### src/verilog/dli_pkg.sv
// Purpose: shared constants and types for the display list interpreter
// Assumes: byte-wide display list memory, one fetch per request
// Notes:   each action carries the scan lines of its mode line and the display memory address
package dli_pkg;

  // ----------------------------------------------------------------
  // instruction encoding
  // ----------------------------------------------------------------
  localparam logic [3:0] DLI_HI_PLAIN    = 4'h0;
  localparam logic [3:0] DLI_HI_LMS      = 4'h4;
  localparam logic [3:0] DLI_LO_BLANK    = 4'h0;
  localparam logic [7:0] DLI_JUMP_CODE   = 8'h41;
  localparam logic [3:0] DLI_MODE_TEXT20 = 4'h6;
  localparam logic [3:0] DLI_MODE_FIRST  = 4'h2;

  // ----------------------------------------------------------------
  // sizes and reset values
  // ----------------------------------------------------------------
  localparam int         DLI_ADDR_W      = 16;
  localparam int         DLI_FIFO_DEPTH  = 16;
  localparam logic [15:0] DLI_LIST_RESET = 16'h0000;

  typedef enum {
    DLI_ACT_MODE,
    DLI_ACT_BLANK
  } dli_kind_type;

  // one display action handed downstream
  typedef struct packed {
    logic        blank;
    logic [3:0]  mode;
    logic [4:0]  scan_lines;
    logic [15:0] mem_addr;
  } dli_action_type;

  localparam int DLI_ACTION_W = $bits(dli_action_type);

endpackage

### src/verilog/dli_fifo.sv
// Purpose: small synchronous FIFO between decoder and display engine
// Assumes: single clock, outputs decoded combinationally from count and the stored entries
// Notes:   full and empty are exact; no write when full, no read when empty
`timescale 1ns/10ps
module dli_fifo #(
  parameter int WIDTH = 8,
  parameter int DEPTH = 16
) (
  // clock and reset
  input  wire logic             clk_sys,
  input  wire logic             rst_sync_n,
  // fill side
  input  wire logic             in_valid,
  output logic                  in_ready,
  input  wire logic [WIDTH-1:0] in_data,
  // drain side
  output logic                  out_valid,
  input  wire logic             out_ready,
  output logic [WIDTH-1:0]      out_data
);
  localparam int AW = $clog2(DEPTH);

  initial begin
    if (DEPTH < 2 || (1 << AW) != DEPTH) begin
      $error("fifo depth must be a power of two, at least 2");
    end
  end

  logic [WIDTH-1:0] store [DEPTH];
  logic [AW-1:0]    wr_ptr;
  logic [AW-1:0]    rd_ptr;
  logic [AW:0]      count;
  logic [AW-1:0]    next_wr_ptr;
  logic [AW-1:0]    next_rd_ptr;
  logic [AW:0]      next_count;
  logic             push;
  logic             pop;

  always_comb begin
    push        = in_valid && (count != (AW+1)'(DEPTH));
    pop         = out_ready && (count != '0);
    next_wr_ptr = push ? wr_ptr + 1'b1 : wr_ptr;
    next_rd_ptr = pop ? rd_ptr + 1'b1 : rd_ptr;
    next_count  = count + (AW+1)'(push) - (AW+1)'(pop);
    in_ready    = count != (AW+1)'(DEPTH);
    out_valid   = count != '0;
    out_data    = store[rd_ptr];
  end

  always_ff @(posedge clk_sys or negedge rst_sync_n) begin
    if (!rst_sync_n) begin
      wr_ptr <= '0;
      rd_ptr <= '0;
      count  <= '0;
    end else begin
      wr_ptr <= next_wr_ptr;
      rd_ptr <= next_rd_ptr;
      count  <= next_count;
    end
  end

  always_ff @(posedge clk_sys) begin
    if (push) begin
      store[wr_ptr] <= in_data;
    end
  end

endmodule

### src/verilog/dli_decoder.sv
// Purpose: walks a display list and emits one action per mode line or blank instruction
// Assumes: memory answers each fetch with rd_valid some cycles later
// Notes:   actions queue in a FIFO; a full FIFO stalls further fetches
//
// Behaviour
// RULE1 - byte with high nibble 0 and a mode code emits one mode line.
// RULE2 - high nibble 4 with mode code emits mode line and reloads pointer.
// RULE3 - two bytes after a reload instruction form new address, low first.
// RULE4 - mode code 6 is the twenty-column text mode.
// RULE5 - instructions handled strictly in list order, one after another.
// RULE6 - jump reads target low then high and resumes fetching there.
// RULE7 - byte 0x41 is the jump instruction.
// RULE8 - low nibble 0, high nibble 0..7 emits background lines only.
// RULE9 - mode code sets the scan line count of its mode line.
// RULE10 - blank emits high nibble plus one background lines.
`timescale 1ns/10ps
module dli_decoder
  import dli_pkg::*;
#(
  parameter int DEPTH = DLI_FIFO_DEPTH
) (
  // clock and reset
  input  wire logic                  clk_sys,
  input  wire logic                  rst_n,
  // control
  input  wire logic                  start,
  input  wire logic [DLI_ADDR_W-1:0] list_start,
  // display list memory
  output logic                       rd_req,
  output logic [DLI_ADDR_W-1:0]      rd_addr,
  input  wire logic                  rd_valid,
  input  wire logic [7:0]            rd_data,
  // decoded actions
  output logic                       act_valid,
  input  wire logic                  act_ready,
  output dli_action_type             act_data,
  // status
  output logic                       busy,
  output logic                       list_wrap
);

  initial begin
    if (DEPTH < 2) begin
      $error("action fifo depth too small");
    end
  end

  // ----------------------------------------------------------------
  // reset synchroniser
  // ----------------------------------------------------------------
  logic rst_meta_n;
  logic rst_sync_n;

  always_ff @(posedge clk_sys or negedge rst_n) begin
    if (!rst_n) begin
      rst_meta_n <= 1'b0;
      rst_sync_n <= 1'b0;
    end else begin
      rst_meta_n <= 1'b1;
      rst_sync_n <= rst_meta_n;
    end
  end

  // ----------------------------------------------------------------
  // decode helpers
  // ----------------------------------------------------------------
  // scan lines per mode line, indexed by mode code
  function automatic logic [4:0] mode_lines(input logic [3:0] code);
    case (code)
      4'h2, 4'h4, 4'h6, 4'h8:  mode_lines = 5'd8;
      4'h3:                    mode_lines = 5'd10;
      4'h5, 4'h7:              mode_lines = 5'd16;
      4'h9, 4'hA:              mode_lines = 5'd4;
      4'hB, 4'hD:              mode_lines = 5'd2;
      default:                 mode_lines = 5'd1;
    endcase
  endfunction

  function automatic logic is_mode(input logic [3:0] code);
    is_mode = code >= DLI_MODE_FIRST;
  endfunction

  // ----------------------------------------------------------------
  // fetch and decode state machine
  // ----------------------------------------------------------------
  typedef enum {
    DLI_IDLE,
    DLI_FETCH,
    DLI_WAIT,
    DLI_ARG_LO,
    DLI_WAIT_LO,
    DLI_ARG_HI,
    DLI_WAIT_HI,
    DLI_EMIT
  } dli_state_type;

  dli_state_type             state;
  dli_state_type             next_state;
  logic [DLI_ADDR_W-1:0]     list_ptr;
  logic [DLI_ADDR_W-1:0]     next_list_ptr;
  logic [DLI_ADDR_W-1:0]     display_memory_start;
  logic [DLI_ADDR_W-1:0]     next_display_memory_start;
  logic [7:0]                instr;
  logic [7:0]                next_instr;
  logic [7:0]                arg_lo;
  logic [7:0]                next_arg_lo;
  logic                      next_rd_req;
  logic [DLI_ADDR_W-1:0]     next_rd_addr;
  logic                      next_list_wrap;
  logic                      push;
  logic                      fifo_ready;
  dli_action_type            push_data;
  logic                      is_jump;

  always_comb begin
    next_state                = state;
    next_list_ptr             = list_ptr;
    next_display_memory_start = display_memory_start;
    next_instr                = instr;
    next_arg_lo               = arg_lo;
    next_rd_req               = 1'b0;
    next_rd_addr              = rd_addr;
    next_list_wrap            = 1'b0;
    push                      = 1'b0;
    is_jump                   = instr == DLI_JUMP_CODE;                 // see RULE7
    push_data                 = '0;
    push_data.mem_addr        = display_memory_start;
    if (instr[3:0] == DLI_LO_BLANK) begin                              // see RULE8
      push_data.blank      = 1'b1;
      push_data.scan_lines = {2'b00, instr[6:4]} + 5'd1;               // see RULE10
    end else begin
      push_data.mode       = instr[3:0];                               // see RULE1
      push_data.scan_lines = mode_lines(instr[3:0]);                   // see RULE4, see RULE9
    end
    case (state)
      DLI_IDLE: begin
        if (start) begin
          next_list_ptr = list_start;
          next_state    = DLI_FETCH;
        end
      end
      DLI_FETCH: begin                                                 // see RULE5
        next_rd_req   = 1'b1;
        next_rd_addr  = list_ptr;
        next_list_ptr = list_ptr + 16'd1;
        next_state    = DLI_WAIT;
      end
      DLI_WAIT: begin
        if (rd_valid) begin
          next_instr = rd_data;
          if (rd_data == DLI_JUMP_CODE
              || (rd_data[7:4] == DLI_HI_LMS && is_mode(rd_data[3:0]))) begin
            next_state = DLI_ARG_LO;                                   // see RULE2, see RULE6
          end else if (rd_data[3:0] == DLI_LO_BLANK && !rd_data[7]) begin
            next_state = DLI_EMIT;
          end else if (rd_data[7:4] == DLI_HI_PLAIN && is_mode(rd_data[3:0])) begin
            next_state = DLI_EMIT;
          end else begin
            next_state = DLI_FETCH;
          end
        end
      end
      DLI_ARG_LO: begin                                                // see RULE3
        next_rd_req   = 1'b1;
        next_rd_addr  = list_ptr;
        next_list_ptr = list_ptr + 16'd1;
        next_state    = DLI_WAIT_LO;
      end
      DLI_WAIT_LO: begin
        if (rd_valid) begin
          next_arg_lo = rd_data;
          next_state  = DLI_ARG_HI;
        end
      end
      DLI_ARG_HI: begin
        next_rd_req   = 1'b1;
        next_rd_addr  = list_ptr;
        next_list_ptr = list_ptr + 16'd1;
        next_state    = DLI_WAIT_HI;
      end
      DLI_WAIT_HI: begin
        if (rd_valid) begin
          if (is_jump) begin                                           // see RULE6
            next_list_ptr  = {rd_data, arg_lo};
            next_list_wrap = 1'b1;
            next_state     = DLI_FETCH;
          end else begin                                               // see RULE3
            next_display_memory_start = {rd_data, arg_lo};
            next_state                = DLI_EMIT;
          end
        end
      end
      DLI_EMIT: begin
        if (fifo_ready) begin
          push       = 1'b1;
          next_state = DLI_FETCH;
        end
      end
      default: next_state = DLI_IDLE;
    endcase
    if (state == DLI_EMIT) begin
      push_data.mem_addr = display_memory_start;
    end
  end

  always_ff @(posedge clk_sys or negedge rst_sync_n) begin
    if (!rst_sync_n) begin
      state                <= DLI_IDLE;
      list_ptr             <= DLI_LIST_RESET;
      display_memory_start <= DLI_LIST_RESET;
      instr                <= 8'h00;
      arg_lo               <= 8'h00;
      rd_req               <= 1'b0;
      rd_addr              <= DLI_LIST_RESET;
      list_wrap            <= 1'b0;
      busy                 <= 1'b0;
    end else begin
      state                <= next_state;
      list_ptr             <= next_list_ptr;
      display_memory_start <= next_display_memory_start;
      instr                <= next_instr;
      arg_lo               <= next_arg_lo;
      rd_req               <= next_rd_req;
      rd_addr              <= next_rd_addr;
      list_wrap            <= next_list_wrap;
      busy                 <= next_state != DLI_IDLE;
    end
  end

  // ----------------------------------------------------------------
  // action queue
  // ----------------------------------------------------------------
  logic           q_valid;
  dli_action_type q_data;

  dli_fifo #(
    .WIDTH (DLI_ACTION_W),
    .DEPTH (DEPTH)
  ) u_fifo (
    .clk_sys    (clk_sys),
    .rst_sync_n (rst_sync_n),
    .in_valid   (push),
    .in_ready   (fifo_ready),
    .in_data    (push_data),
    .out_valid  (q_valid),
    .out_ready  (act_ready && (!act_valid || act_ready)),
    .out_data   (q_data)
  );

  // output register: one-entry stage, loaded only while act_ready is high, so the outputs are flops
  always_ff @(posedge clk_sys or negedge rst_sync_n) begin
    if (!rst_sync_n) begin
      act_valid <= 1'b0;
      act_data  <= '0;
    end else if (act_ready) begin
      act_valid <= q_valid;
      act_data  <= q_data;
    end
  end

  // ----------------------------------------------------------------
  // checks
  // ----------------------------------------------------------------
  property p_jump_code;
    @(posedge clk_sys) disable iff (!rst_sync_n)
    (state == DLI_WAIT && rd_valid && rd_data == DLI_JUMP_CODE) |=> state == DLI_ARG_LO;
  endproperty
  a_jump_code: assert property (p_jump_code) else $error("jump not decoded"); // see RULE7

  property p_jump_target;
    @(posedge clk_sys) disable iff (!rst_sync_n)
    (state == DLI_WAIT_HI && rd_valid && is_jump)
      |=> list_ptr == {$past(rd_data), $past(arg_lo)} ##1 rd_addr == $past(list_ptr);
  endproperty
  a_jump_target: assert property (p_jump_target) else $error("jump target wrong"); // see RULE6

  property p_lms_load;
    @(posedge clk_sys) disable iff (!rst_sync_n)
    (state == DLI_WAIT_HI && rd_valid && !is_jump)
      |=> display_memory_start == {$past(rd_data), $past(arg_lo)};
  endproperty
  a_lms_load: assert property (p_lms_load) else $error("pointer reload wrong"); // see RULE3

  property p_lms_emits;
    @(posedge clk_sys) disable iff (!rst_sync_n)
    (state == DLI_WAIT && rd_valid && rd_data[7:4] == DLI_HI_LMS && rd_data[3:0] >= 4'h2)
      |=> instr == $past(rd_data)
      ##[4:1000] push && !push_data.blank && push_data.mode == instr[3:0];
  endproperty
  a_lms_emits: assert property (p_lms_emits) else $error("reload line missing"); // see RULE2

  property p_mode_line;
    @(posedge clk_sys) disable iff (!rst_sync_n)
    (push && !instr[7] && instr[3:0] >= DLI_MODE_FIRST)
      |-> !push_data.blank && push_data.mode == instr[3:0];
  endproperty
  a_mode_line: assert property (p_mode_line) else $error("mode line wrong"); // see RULE1

  property p_text20;
    @(posedge clk_sys) disable iff (!rst_sync_n)
    (push && instr[3:0] == DLI_MODE_TEXT20) |-> push_data.scan_lines == 5'd8;
  endproperty
  a_text20: assert property (p_text20) else $error("text mode lines wrong"); // see RULE4

  property p_blank;
    @(posedge clk_sys) disable iff (!rst_sync_n)
    (push && instr[3:0] == DLI_LO_BLANK)
      |-> push_data.blank && push_data.scan_lines == {2'b00, instr[6:4]} + 5'd1;
  endproperty
  a_blank: assert property (p_blank) else $error("blank count wrong"); // see RULE8

  property p_order;
    @(posedge clk_sys) disable iff (!rst_sync_n)
    (rd_req && state == DLI_WAIT && $past(state) == DLI_FETCH)
      |-> rd_addr == list_ptr - 16'd1;
  endproperty
  a_order: assert property (p_order) else $error("fetch out of order"); // see RULE5

endmodule

### config.mk
export PLATFORM = sky130hd
export DESIGN_NAME = dli_decoder
export DESIGN_NICKNAME = d
export VERILOG_FILES = /design/src/verilog/dli_pkg.sv /design/src/verilog/dli_fifo.sv /design/src/verilog/dli_decoder.sv
export SDC_FILE = /design/constraint.sdc
export NUM_CORES = 1
export LEC_CHECK = 0
export BUFFER_PORTS_ARGS = -buffer_cell sky130_fd_sc_hd__buf_2
export CAP_MARGIN = 25
export CORE_MARGIN = 2
export CORE_UTILIZATION = 60
export CTS_BUF_LIST = sky130_fd_sc_hd__clkbuf_8
export DETAILED_ROUTE_END_ITERATION = 12
export PLACE_DENSITY = 0.77
export SETUP_SLACK_MARGIN = 0.2
export SYNTH_ARGS = -nofsm -noshare
export SYNTH_HDL_FRONTEND = slang
export SYNTH_SLANG_ARGS = --single-unit
### constraint.sdc
create_clock -name clk_sys -period 5.2 [get_ports clk_sys]
set_input_delay 0.26 -clock clk_sys [delete_from_list [all_inputs] [get_ports clk_sys]]
set_output_delay 0.26 -clock clk_sys [all_outputs]
set_load 0.03 [all_outputs]
# --- Word-level counts from Yosys, hierarchy flattened ---
# Memories as Yosys holds them, arrays and structs flattened. A register that Yosys moved wholly into a read port is not among the register bits.
# Index checks and enable logic that the tools add are counted.
op_classes:
  add_sub_neg: 6
  multipliers: 0
  div: 0
  order_cmp: 1
  n_eq_ne: 14
  n_shift: 0
  n_mux: 25
  bitwise_logic: 1
  n_reduce_logical: 23
op_table:
  columns: ["cell", "n"]
  rows:
  - ["$pmux 32 s8", 1]
  - ["$mux 32", 5]
  - ["$eq 32x3->1 const B", 4]
  - ["$eq 32x2->1 const B", 2]
  - ["$mux 16", 3]
  - ["$pmux 16 s3", 1]
  - ["$eq 32x1->1 const B", 1]
  - ["$logic_not 32->1", 1]
  - ["$reduce_bool 32->1", 1]
  - ["$add 16x1->16 const B", 1]
  - ["$eq 8x7->1 const B", 2]
  - ["$logic_not 4->1", 3]
  - ["$mux 3", 4]
  - ["$mux 1", 9]
  - ["$add 4x1->4 const B", 2]
  - ["$logic_and 1x1->1", 6]
  - ["$ne 2x2->1 const B", 3]
  - ["$add 5x1->5", 1]
  - ["$mux 5", 1]
  - ["$ne 5x5->1 const B", 1]
  - ["$reduce_bool 5->1", 1]
  - ["$sub 5x1->5", 1]
  - ["$add 3x1->4 const B", 1]
  - ["$eq 4x3->1 const B", 1]
  - ["10 further kinds", 14]
totals:
  ff_bits: 115
  latchBits: 0
  ramBits: 416
  mem_bits_ro: 80
  in_bits: 29
  out_inout_bits: 46
  wordCells: 87
  n_memories: 2
memory_table:
  columns: ["name", "depth", "width", "rd", "rd_clocked_by_memory_dff", "wr", "line_no", "rtl"]
  rows:
  - ["u_fifo.store", 16, 26, 1, 1, 1, "dli_fifo.sv:29", "logic [WIDTH-1:0] store [DEPTH];"]
  - ["(no name shown)", 16, 5, 1, 0, 0, "dli_decoder.sv:69", "case (code)"]

# --- Logic depth before layout (Yosys ltp) ---
# Gate-level depths: netlist of the first run.
logic_depth:
  ltp_word: 8
  ltp_mapped: 15
  depth_no_buf: 15

# --- Modules after synthesis ---
# A second synthesis of the first run with hierarchy kept.
unflattened:
  hier_cells: 1296
  area_unflattened_um2: 22386.5
by_module_without_submodules:
  columns: ["mod", "n_inst", "cells_each", "area_each_um2", "seq_area_each_um2"]
  rows:
  - ["dli_fifo", 1, 837, 16723.5, 12817.3]
  - ["dli_decoder", 1, 459, 5662.9, 3203.1]

# --- Least setup slack after synthesis of the first run ---
# No wires, ideal clock.
synth_path:
  path_kind: "register to register"
  start: "register state[4]"
  end: "memory u_fifo.store[3][0] in the netlist's numbering (enable)"
  setup_ps: 442
  arrival_time_ps: 3558
  required_ps: 4758
  setup_slack_ps: 1201
  path_stages_with_launch: 6
  n_path_buf: 0
  synth_period_minus_slack_ps: 3999
  path_cell_list: "dfrtp_1 -> nor4_2 -> nand4_2 -> nor4b_4 -> nand2_1 -> nor3_1"
synth_via:
  elab_chain_len: 5
synth_lines:
  columns: ["item", "line_no", "rtl"]
  rows:
  - ["start, declared", "dli_decoder.sv:97", "dli_state_type state;"]
  - ["start signal, assigned", "dli_decoder.sv:218", "state <= next_state;"]
  - ["$eq 32x3->1", "dli_decoder.sv:135", "case (state)"]
  - ["$mux 1", "dli_decoder.sv:135", null]
  - ["$logic_and 1x1->1", "dli_fifo.sv:40", "push = in_valid && (count != (AW+1)'(DEPTH));"]
  - ["via u_fifo.push", "dli_fifo.sv:36", "logic push;"]
  - ["$mux 1", "dli_fifo.sv:63", "if (push) begin"]
  - ["$mux 1 (not written as such)", "dli_fifo.sv:64", "store[wr_ptr] <= in_data;"]
  - ["end, declared", "dli_fifo.sv:29", null]
# The timed path passes the listed nets, and every way through them passes these cells.

# --- Worst setup path in the final report of the first run ---
layout_path:
  start: "register state[2]"
  end: "memory u_fifo.store[11][9] in the netlist's numbering (enable)"
# Same word-level chain as after synthesis.

==> run summary, run 1 <==
Min-Delay Path Depth -> 2
Xor-xnor portion of the synthesized cell area -> 0.00557
Status -> finished, final reports clean
TritonCTS clock tree -> built
Final period utilization -> 0.679
VDD IR-drop max -> 300 uV
Depth of the most critical reg-to-reg path -> 5
DIE AREA -> 0.0383 mm2
Final critical delay including setup and external delays -> 3530 ps
F_max -> 283 MHz
Area of the mapped netlist -> 0.0220 mm2
Routability congestion estimate -> 0.890
Y dimension of the die -> 196 um
Share of post-route cells with drive strength above 1 -> 0.299
Top flip-flop cell by instance count after synthesis -> edfxtp_1
Count of yosys warnings during synthesis -> 0
Count of endpoints failing hold in the final timing report -> 0
Synthesized netlist cell count -> 1160
RSZ-0062 raised after global routing -> no
EDFF count, synth -> 416
Largest cells by area after synthesis -> edfxtp_1 (57%), dfrtp_1 (16%), mux4_2 (11%), mux2_2 (3.8%), mux2i_1 (1.5%)
Global-route usage over all layers -> 0.252
Utilization after layout -> 0.687
Worst clock skew on the final layout -> 32.6 ps
Portion of netlist area occupied by mux cells -> 0.162
Layout area overhead -> 13.4%
Sequential-to-total area share from yosys stat -> 0.727
Setup slack after layout -> 1670 ps
Fin cells -> 1879
Clock buffer count from CTS -> 87
Clock transition at the register clock pins on the worst setup and hold paths after CTS -> 60 ps
Most common cell in the netlist -> edfxtp_1
Vias in the first global route -> 11952
Number of nets in the final layout -> 1383
Max H-tree Level -> 3
Count of maximum capacitance violations -> 0
CP Data Arrival Time -> 3760 ps
Pin slew with the least headroom to its limit -> 1060 ps
Post-CTS resize count -> 0
Most used cell along the critical path -> nand2_1
Via density per instance -> 6.22
Area of all placed cells without fillers -> 0.0250 mm2
Type of origin of the critical path -> flip-flop
Setup TNS -> 0 ps
Library cell used as clock root buffer -> clkbuf_8
Average detailed-routed wire length per instance -> 24.7 um
Starting density of the core -> 0.606
Cell with the largest stage delay on the worst path -> nor2_4
First drt pass iteration count -> 5
Proportion of netlist area held by the largest area contributor -> 0.567
Count of routing violations after the opening detailed-route iteration -> 1113
Library cells used by synthesis -> 68
Chip width -> 196 um
Category of the most critical setup path -> reg -> reg
Average footprint of a synthesized cell -> 19.0 um2
Required time of the critical path -> 5430 ps
Final slew viol count -> 0
Via count -> 11689
Num ports -> 75
Maximum number of pins on one net before global-route repair -> 66
Relative slew slack -> 0.292
Number of buffers on the longest clock path -> 3
Area after detailed placement -> 0.0231 mm2
Top fanout value on the critical path -> 26
Async set-reset flop share out of synthesis -> 0.253
Estimated wirelength of the detail-placed design -> 28.4 mm
P per Cell Area -> 422 mW/mm2
Synthesized flop and latch total -> 557
Most frequent cells after synthesis -> edfxtp_1 (416), dfrtp_1 (141), mux4_2 (106)
Clock latency at the later pin of the worst-skew pair -> 640 ps
Clock Sinks -> 557
Setup violations, final -> 0
DRC violations left -> 0
Adder-cell share of the synthesized area -> 0.0106
Std-Cell Core Area -> 0.0363 mm2
Most area-hungry cell type in the Yosys netlist -> edfxtp_1
Area fraction in compound gates after synthesis -> 0.0395
Area share of and/or/nand/nor cells after synthesis -> 0.0386
Endpoint type of the worst setup path -> flip-flop
Placed Cells -> 1693
Final wirelength -> 46.3 mm
Hold crit path type -> in -> reg
Series of cell instances along the critical path -> and2_1, nand2_1, nor4b_4, nand2_1, nor2_4
Final ANT Viol Nets -> 0
Count of standard-cell rows -> 70
Main combinational cell family by area after synthesis -> multiplexers
Wire length of the first global-routing pass -> 71.4 mm
Aggregate global routing overflow -> 0
Post-Place Setup Slack -> 1680 ps
Initial antenna violation count -> 2
Count of input and output buffers -> 74
Stage delay of the slowest cell on the critical path -> 890 ps
Pleak -> 8.25 nW
==> cell families (layout without fill, tap and decap cells) <==
logic type,count (synthesis),after routing
adders and majority gates,18,18
xor gates and xnor gates,14,14
DFF,557,557
buffers and inverters,84,306
AOI/OAI and AO/OA,119,119
and+or+nand+nor,151,151
other,2,31
muxes,215,215
==> power by group <==
part | internal, W | leakage [nW] | switching [W]
sequential | 0.00490 | 4.84 | 0.000265
combinational | 0.000934 | 2.46 | 0.00106
clock | 0.00171 | 0.948 | 0.00166
total | 0.00755 | 8.25 | 0.00298
==> worst max-delay path, delay by kind of cell (launching register included) <==
kind / cells / cell delay (ps)
DFF: 1 / 630
and+or+nand+nor: 5 / 2490
==> cells in the final DEF (no fill, tap or decap), types with 23 or more instances in the layout <==
| cell | netlist | layout |
|---|---|---|
| clkbuf_8 | 0 | 93 |
| conb_1 | 2 | 30 |
| dfrtp_1 | 141 | 138 |
| buf_4 | 3 | 23 |
| mux2i_1 | 34 | 34 |
| buf_2 | 15 | 74 |
| mux4_2 | 106 | 106 |
| inv_1 | 23 | 58 |
| edfxtp_1 | 416 | 416 |
| nand2_1 | 35 | 35 |
| mux2_2 | 74 | 74 |
| nor2_1 | 38 | 26 |
==> layer usage <==
metal | share of wire | track usage
met1 | 0.41 | 0.365
met2 | 0.49 | 0.398
met3 | 0.078 | 0.0449
met4 | 0.019 | 0.0820
met5 | 0 | 0
==> worst paths after layout <==
kind                             from                  end  slack [ps]
max                          state[2]  u_fifo.store[11][9]        1670
max in group asynchronous  rst_sync_n     u_fifo.rd_ptr[0]        3520
min                        rd_data[1]            arg_lo[1]          30
max reg2reg                  state[2]  u_fifo.store[11][9]        1670
min reg2reg                rst_meta_n           rst_sync_n         350
min in group asynchronous  rst_sync_n            state[15]         420
==> cell type report <==
cell class,count,area [um2]
tap,468,586
clock inverter,70,335
inverter,24,90.1
antenna,1,2.50
sequential,557,16000
clock buffer,93,1280
multi-input combinational,547,5860
fill,2277,11400
timing repair buffer,119,793
==> through the flow <==
stage,hold WS (ps),total power [W]
final,32.5,0.0105
after global routing,16.9,0.0110
after CTS,2.13,0.0106
after detailed placement,48.1,0.00725
after global placement,47.6,0.00723
after floorplan,-35.6,0.00669
==> state kept, by name, indices dropped and copies added (netlist names) <==
signal and count:
arg_lo 8, rst_meta_n 1, u_fifo.wr_ptr 4, rd_req 1, list_ptr 16, u_fifo.count 5
rst_sync_n 1, busy 1, act_valid 1, state 32, display_memory_start 16, u_fifo.rd_ptr 4
list_wrap 1, instr 8, rd_addr 16, act_data 26, u_fifo.store 416
==> timing repair <==
item | 4_1_cts | 5_1_grt
hold buffers | 18 | 0
buffers inserted | 0 | 0
hold endpoints to repair | 25 | 0
No activity file was read; power rests on OpenSTA's default activity.
==> inputs of run 2 (changes only) <==
--- a/config.mk
+++ b/config.mk
@@ -5,13 +5,14 @@
 export SDC_FILE = /design/constraint.sdc
 export NUM_CORES = 1
 export LEC_CHECK = 0
+export ABC_AREA = 1
 export BUFFER_PORTS_ARGS = -buffer_cell sky130_fd_sc_hd__buf_2
 export CAP_MARGIN = 25
 export CORE_MARGIN = 2
-export CORE_UTILIZATION = 60
+export CORE_UTILIZATION = 58
 export CTS_BUF_LIST = sky130_fd_sc_hd__clkbuf_8
 export DETAILED_ROUTE_END_ITERATION = 12
-export PLACE_DENSITY = 0.77
+export PLACE_DENSITY = 0.78
 export SETUP_SLACK_MARGIN = 0.2
 export SYNTH_ARGS = -nofsm -noshare
 export SYNTH_HDL_FRONTEND = slang
==> constraint.sdc (replaced) <==
create_clock -name clk_sys -period 3.2 [get_ports clk_sys]
set_input_delay 0.16 -clock clk_sys [delete_from_list [all_inputs] [get_ports clk_sys]]
set_output_delay 0.16 -clock clk_sys [all_outputs]
set_load 0.03 [all_outputs]
==> run 2 against run 1 <==
Against the previous run: setup slack worse by 1200 ps; non-clock buffer count is 39 higher; routed wire length is 19% higher; register-to-register slack worse by 1200 ps; cell area is 4.0% higher; via count is 33% higher; critical path depth is 7 higher; largest cell class unchanged; highest routed layer unchanged.
==> run summary, run 2 <==
Wire length of the first global-routing pass -> 85.6 mm (+20%)
Count of routing violations after the opening detailed-route iteration -> 1493 (+34%)
Estimated wirelength of the detail-placed design -> 31.8 mm (+12%)
Proportion of netlist area held by the largest area contributor -> 0.553 (-0.0137)
Vias in the first global route -> 15480 (+30%)
Setup violations, final -> 0 (unchanged)
Largest cells by area after synthesis -> edfxtp_1 (55%), dfrtp_1 (16%), o21ai_0 (5.3%), nor2_1 (4.6%), nand2_1 (4.5%)
Pleak -> 9.37 nW (+14%)
Clock transition at the register clock pins on the worst setup and hold paths after CTS -> 60 ps (about the same)
Synthesized flop and latch total -> 557 (unchanged)
Adder-cell share of the synthesized area -> 0.0103 (-0.000256)
Type of origin of the critical path -> flip-flop
Via density per instance -> 5.83 (-6.3%)
Initial antenna violation count -> 0 (-2)
Final critical delay including setup and external delays -> 2680 ps (-846 ps)
Xor-xnor portion of the synthesized cell area -> 0.00737 (+0.00180)
Max H-tree Level -> 3 (unchanged)
Clock latency at the later pin of the worst-skew pair -> 650 ps (about the same)
Via count -> 15589 (+33%)
Final ANT Viol Nets -> 0 (unchanged)
Final period utilization -> 0.839 (+0.160)
Hold crit path type -> reg -> async
Number of flip-flops under the largest register name -> 416 (unchanged)
Most common cell after layout, fill and taps aside -> edfxtp_1
Share of post-route cells with drive strength above 1 -> 0.131 (-0.168)
Worst clock skew on the final layout -> 33.9 ps (+1.33 ps)
Count of endpoints failing hold in the final timing report -> 0 (unchanged)
Final slew viol count -> 0 (unchanged)
Count of maximum capacitance violations -> 0 (unchanged)
Starting density of the core -> 0.586 (-0.0206)
Synthesized netlist cell count -> 1913 (+65%)
Chip width -> 201 um (+2.9%)
P per Cell Area -> 715 mW/mm2 (+70%)
Area fraction in compound gates after synthesis -> 0.107 (+0.0675)
Routability congestion estimate -> 0.876 (-1.6%)
Main combinational cell family by area after synthesis -> simple AND/OR/NAND/NOR gates
Count of yosys warnings during synthesis -> 0 (unchanged)
Count of input and output buffers -> 74 (unchanged)
Num ports -> 75 (unchanged)
Antenna diode count -> 0 (-1)
Most frequent cells after synthesis -> edfxtp_1 (416), nor2_1 (277), nand2_1 (273)
Number of setup buffers added after CTS -> 0 (unchanged)
Library cells used by synthesis -> 40 (-41%)
Average detailed-routed wire length per instance -> 20.6 um (-16%)
EDFF count, synth -> 416 (unchanged)
Fillers -> 2731 (+20%)
Setup TNS -> 0 ps (unchanged)
Y dimension of the die -> 201 um (+2.9%)
DIE AREA -> 0.0405 mm2 (+5.9%)
Register with the most flip-flops -> u_fifo.store
First drt pass iteration count -> 6 (+1)
Area of the mapped netlist -> 0.0226 mm2 (+2.5%)
Utilization after layout -> 0.674 (-0.0132)
Number of buffers on the longest clock path -> 3 (unchanged)
Global-route usage over all layers -> 0.276 (+0.0242)
Relative slew slack -> 0.344 (+0.0515)
Sequential-to-total area share from yosys stat -> 0.710 (-0.0176)
Maximum number of pins on one net before global-route repair -> 119 (+80%)
TritonCTS clock tree -> built
Area share of and/or/nand/nor cells after synthesis -> 0.120 (+0.0811)
Final wirelength -> 55.1 mm (+19%)
Layout area overhead -> 15.1%
F_max -> 373 MHz (+32%)
Portion of netlist area occupied by mux cells -> 0.00709 (-0.155)
Clock Sinks -> 557 (unchanged)
Status -> finished, final reports clean
Count of standard-cell rows -> 72 (+2.9%)
Category of the most critical setup path -> reg -> reg
Required time of the critical path -> 3730 ps (-1700 ps)
Std-Cell Core Area -> 0.0386 mm2 (+6.1%)
Top flip-flop cell by instance count after synthesis -> edfxtp_1
Pin slew with the least headroom to its limit -> 981 ps (-78.4 ps)
DRC violations left -> 0 (unchanged)
Largest registers -> u_fifo.store (416), state (32), act_data (26)
CP Data Arrival Time -> 3210 ps (-550 ps)
VDD IR-drop max -> 458 uV (+53%)
Endpoint type of the worst setup path -> flip-flop
Async set-reset flop share out of synthesis -> 0.253 (unchanged)
RSZ-0062 raised after global routing -> no
Number of nets in the final layout -> 2130 (+54%)
Commonest non-fill, non-tap cells in the layout -> edfxtp_1 (416), nand2_1 (273), nor2_1 (261), o21ai_0 (240), dfrtp_1 (138)
Most common cell in the netlist -> edfxtp_1
Top fanout value on the critical path -> 21 (-19%)
Most area-hungry cell type in the Yosys netlist -> edfxtp_1
Average footprint of a synthesized cell -> 11.8 um2 (-38%)
Clock buffer count from CTS -> 86 (-1.1%)
Library cell used as clock root buffer -> clkbuf_8
Aggregate global routing overflow -> 0 (unchanged)
-- run 2: cell count changes after synthesis, moves of 83 or more --
cell / change
nor2_1: +239
nand2_1: +238
o21ai_0: +221
inv_1: +85
nand3_1: +83
mux4_2: -106
-- run 2: timing repair --
action / in CTS / in global routing
setup endpoints to repair: 0 / 1
hold endpoints to repair: 44 / 0
gates resized for setup: 0 / 1
hold buffers: 34 / 0
-- run 2: final timing paths --
| kind | start | to | slack [ps] | cells after the start |
|---|---|---|---|---|
| worst min register to register | rst_sync_n | act_data[15] | 190 | 0 |
| max in group asynchronous | rst_sync_n | instr[6] | 2090 | 2 |
| worst max-delay path | state[19] | list_ptr[14] | 520 | 12 |
| worst max register to register | state[19] | list_ptr[14] | 520 | 12 |
| min in group clk_sys | rst_meta_n | rst_sync_n | 350 | 0 |
| worst min-delay path | rst_sync_n | act_data[15] | 190 | 0 |
-- run 2: critical path, stage by stage (launching register included) --
cell and delay (ps):
dfrtp_1 330, nor2_1 40, nand2_1 70, nor2_1 50
nand2_2 170, inv_2 110, nand2_2 400, clkinvlp_4 410
nand2_1 200, nand3_1 100, dlygate4sd3_1 570, nand2_1 70
nand2_1 50
-- run 2: report_power, final --
part | switching [W] | internal, W
Clock | 0.00273 | 0.00303
Combinational | 0.00330 | 0.00138
Sequential | 0.000198 | 0.00794
Total | 0.00623 | 0.0124
-- run 2: logic make-up (layout without fill, tap and decap cells) --
kind of cell,Yosys count,after routing
adders and majority gates,18,18
xor gates and xnor gates,19,19
DFF,557,557
buffers and inverters,215,430
muxes,16,16
and+or+nand+nor,667,667
AOI/OAI and AO/OA,419,419
other,2,30
-- run 2: final cells by class --
cell class	count	area, um2	area share
Sequential cell	557	16000	0.617
Multi-Input combinational cell	1169	5890	0.227
Clock buffer	100	1380	0.0530
Timing Repair Buffer	158	1290	0.0496
Tap cell	518	648	0.0249
Inverter	111	423	0.0163
Clock inverter	61	330	0.0127
-- run 2: through the flow --
step | area, um2 | cells | worst slack, ps | total power, W | hold WS [ps]
after floorplan | 22700 | 1941 | 357 | 0.0114 | -136
after global placement | 23900 | 2477 | 705 | 0.0127 | -55.8
after detailed placement | 23900 | 2478 | 661 | 0.0129 | -51.8
after CTS | 26000 | 2673 | 465 | 0.0186 | 321
after global routing | 26000 | 2674 | 329 | 0.0194 | 218
final | 26000 | 2674 | 517 | 0.0186 | 187
-- run 2: layer usage --
layer / vias up / routed length, um / global-route usage
met1: 7571 / 21900 / 0.376
met3: 125 / 4860 / 0.0471
met4: 0 / 1740 / 0.116
li1: 7092 / - / -
met2: 801 / 26600 / 0.447
met5: - / 0 / 0
==> inputs of run 3 (changes only) <==
--- a/config.mk
+++ b/config.mk
@@ -9,10 +9,10 @@
 export BUFFER_PORTS_ARGS = -buffer_cell sky130_fd_sc_hd__buf_2
 export CAP_MARGIN = 25
 export CORE_MARGIN = 2
-export CORE_UTILIZATION = 58
+export CORE_UTILIZATION = 60
 export CTS_BUF_LIST = sky130_fd_sc_hd__clkbuf_8
 export DETAILED_ROUTE_END_ITERATION = 12
-export PLACE_DENSITY = 0.78
+export PLACE_DENSITY = 0.77
 export SETUP_SLACK_MARGIN = 0.2
 export SYNTH_ARGS = -nofsm -noshare
 export SYNTH_HDL_FRONTEND = slang
==> constraint.sdc (replaced) <==
create_clock -name clk_sys -period 2.5 [get_ports clk_sys]
set_input_delay 0.125 -clock clk_sys [delete_from_list [all_inputs] [get_ports clk_sys]]
set_output_delay 0.125 -clock clk_sys [all_outputs]
set_load 0.03 [all_outputs]
==> run 3 against run 2 <==
Against the previous run: combinational power grew 37%; register-to-register slack lost 240 ps; via count increased by 2.0%; largest cell class unchanged.
==> run summary, run 3 (synthesis gave the netlist of run 2 again) <==
Library cell used as clock root buffer -> clkbuf_8
Count of standard-cell rows -> 71 (-1.4%)
Series of cell instances along the critical path -> inv_1, ha_4, nand4_1, nand2_1, inv_1, ha_1, inv_1, ha_2, inv_1, fa_2, o21ai_2, xor2_1
Via density per instance -> 5.87 (+0.75%)
Chip width -> 198 um (-1.6%)
Relative slew slack -> 0.465 (+0.122)
Final critical delay including setup and external delays -> 2220 ps (-462 ps)
Footprint of the flip-flops and latches -> 0.0160 mm2 (unchanged)
Final wirelength -> 55.9 mm (+1.3%)
Antenna diode count -> 0 (unchanged)
Count of endpoints failing hold in the final timing report -> 0 (unchanged)
TritonCTS clock tree -> built
Y dimension of the die -> 198 um (-1.6%)
Starting density of the core -> 0.604 (+0.0181)
Commonest non-fill, non-tap cells in the layout -> edfxtp_1 (416), nand2_1 (268), nor2_1 (259), o21ai_0 (237), dfrtp_1 (138)
Final period utilization -> 0.889 (+0.0501)
Count of input and output buffers -> 74 (unchanged)
Wire length of the first global-routing pass -> 86.6 mm (+1.2%)
Required time of the critical path -> 3070 ps (-660 ps)
Placed Cells -> 2497 (+0.77%)
Reg2Reg Launch Point -> u_fifo.count[2]
Hold crit path type -> in -> reg
RR Endpoint -> u_fifo.count[4]
Category of the most critical setup path -> reg -> reg
Most used cell along the critical path -> inv_1
Cell family contributing the most delay on the critical path -> adder cells
Std-Cell Core Area -> 0.0374 mm2 (-3.0%)
First drt pass iteration count -> 5 (-1)
Worst hold slack across all endpoints -> 218 ps (+30.4 ps)
Type of origin of the critical path -> flip-flop
Critical hold path startpoint -> act_ready
Top fanout value on the critical path -> 2 (-90%)
Via count -> 15894 (+2.0%)
Bufs and invs on worst path -> 4 (+1)
Setup violations, final -> 0 (unchanged)
Status -> finished, final reports clean
Vias in the first global route -> 15747 (+1.7%)
DIE AREA -> 0.0392 mm2 (-3.3%)
Num ports -> 75 (unchanged)
Number of nets in the final layout -> 2167 (+1.7%)
RSZ-0062 raised after global routing -> no
DRC violations left -> 0 (unchanged)
Worst clock skew on the final layout -> 35.5 ps (+1.56 ps)
Routability congestion estimate -> 0.919 (+4.9%)
Final ANT Viol Nets -> 0 (unchanged)
Estimated wirelength of the detail-placed design -> 33.3 mm (+5.0%)
Average detailed-routed wire length per instance -> 20.6 um (+0.12%)
Number of flip-flops under the largest register name -> 416 (unchanged)
Area of all placed cells without fillers -> 0.0267 mm2 (+2.6%)
CP Data Arrival Time -> 2790 ps (-420 ps)
Global-route usage over all layers -> 0.291 (+0.0153)
Stage delay of the slowest cell on the critical path -> 390 ps (-180 ps)
Initial antenna violation count -> 0 (unchanged)
Count of routing violations after the opening detailed-route iteration -> 1886 (+26%)
F_max -> 450 MHz (+21%)
Multi-input combinational cell area -> 0.00597 mm2 (+1.3%)
Fillers -> 2423 (-11%)
Share of post-route cells with drive strength above 1 -> 0.153 (+0.0218)
Min-Delay Path Depth -> 4
Clock buffer count from CTS -> 88 (+2.3%)
Most common cell after layout, fill and taps aside -> edfxtp_1
Number of buffers on the longest clock path -> 3 (unchanged)
Count of maximum capacitance violations -> 0 (unchanged)
Setup slack of the most critical reg-to-reg path -> 280 ps (-240 ps)
Clock Sinks -> 557 (unchanged)
Largest registers -> u_fifo.store (416), state (32), act_data (26)
Fin cells -> 2706 (+1.2%)
VDD IR-drop max -> 876 uV (+91%)
Register with the most flip-flops -> u_fifo.store
Clock latency at the later pin of the worst-skew pair -> 650 ps (about the same)
Final slew viol count -> 0 (unchanged)
Setup TNS -> 0 ps (unchanged)
Area after detailed placement -> 0.0243 mm2 (+1.6%)
Pleak -> 9.66 nW (+3.1%)
Cell with the largest stage delay on the worst path -> dfrtp_1
Endpoint type of the worst setup path -> flip-flop
Min-Delay Endpoint -> act_data[17]
Maximum number of pins on one net before global-route repair -> 92 (-23%)
Clock transition at the register clock pins on the worst setup and hold paths after CTS -> 60 ps (about the same)
Depth of the most critical reg-to-reg path -> 12 (unchanged)
Aggregate global routing overflow -> 0 (unchanged)
Pin slew with the least headroom to its limit -> 798 ps (-184 ps)
Max H-tree Level -> 3 (unchanged)
P per Cell Area -> 926 mW/mm2 (+30%)
Layout area overhead -> 18.1%
-- run 3: where the power goes --
part / leakage [nW] / switching [W] / internal (W)
logic: 3.85 / 0.00440 / 0.00201
registers: 4.79 / 0.000287 / 0.0102
clock network: 1.02 / 0.00356 / 0.00428
-- run 3: area by class of cell --
class                   count  area share
flip-flops and latches    557       0.601
multi-input cells        1169       0.224
repair buffers            193      0.0672
clock buffers              99      0.0511
well taps                 511      0.0240
clock inverters            66      0.0169
inverters                 111      0.0159
-- run 3: worst min-delay path: stages --
cell and delay (ps):
buf_2 150, buf_4 330, nand2_1 140, o22ai_1 50
-- run 3: per-layer routing --
| metal | GRT usage | up-vias | routed length (um) |
|---|---|---|---|
| met3 | 0.0537 | 119 | 4800 |
| li1 | - | 7192 | - |
| met5 | 0 | - | 0 |
| met1 | 0.398 | 7747 | 22000 |
| met2 | 0.476 | 836 | 27500 |
| met4 | 0.102 | 0 | 1580 |
-- run 3: worst max-delay path by stage --
stage / startpoint / to / slack, ps / cells past startpoint
final: u_fifo.count[2] / u_fifo.count[4] / 280 / 12
after global routing: u_fifo.count[2] / u_fifo.count[4] / 150 / 12
after CTS: u_fifo.count[3] / u_fifo.count[4] / 200 / 12
after detailed placement: u_fifo.count[3] / u_fifo.count[4] / 130 / 12
after global placement: state[10] / u_fifo.store[9][21] / 230 / 12
after floorplan: state[18] / u_fifo.store[0][0] / 40 / 10
-- run 3: repair_timing --
action | CTS | global route
endpoints found under the hold margin | 51 | 0
setup endpoints to repair | 214 | 374
gates cloned | 1 | 2
gates resized for setup | 4 | 17
pin swaps | 1 | 11
hold buffers | 30 | 0
setup buffers | 3 | 8
-- run 3: metrics by stage --
step,total power [W],util,setup WS (ps)
floorplan,0.0146,-,36.1
global placement,0.0166,0.649,234
detailed placement,0.0168,0.649,128
CTS,0.0246,0.708,198
finish,0.0247,0.713,278
global route,0.0258,0.713,155
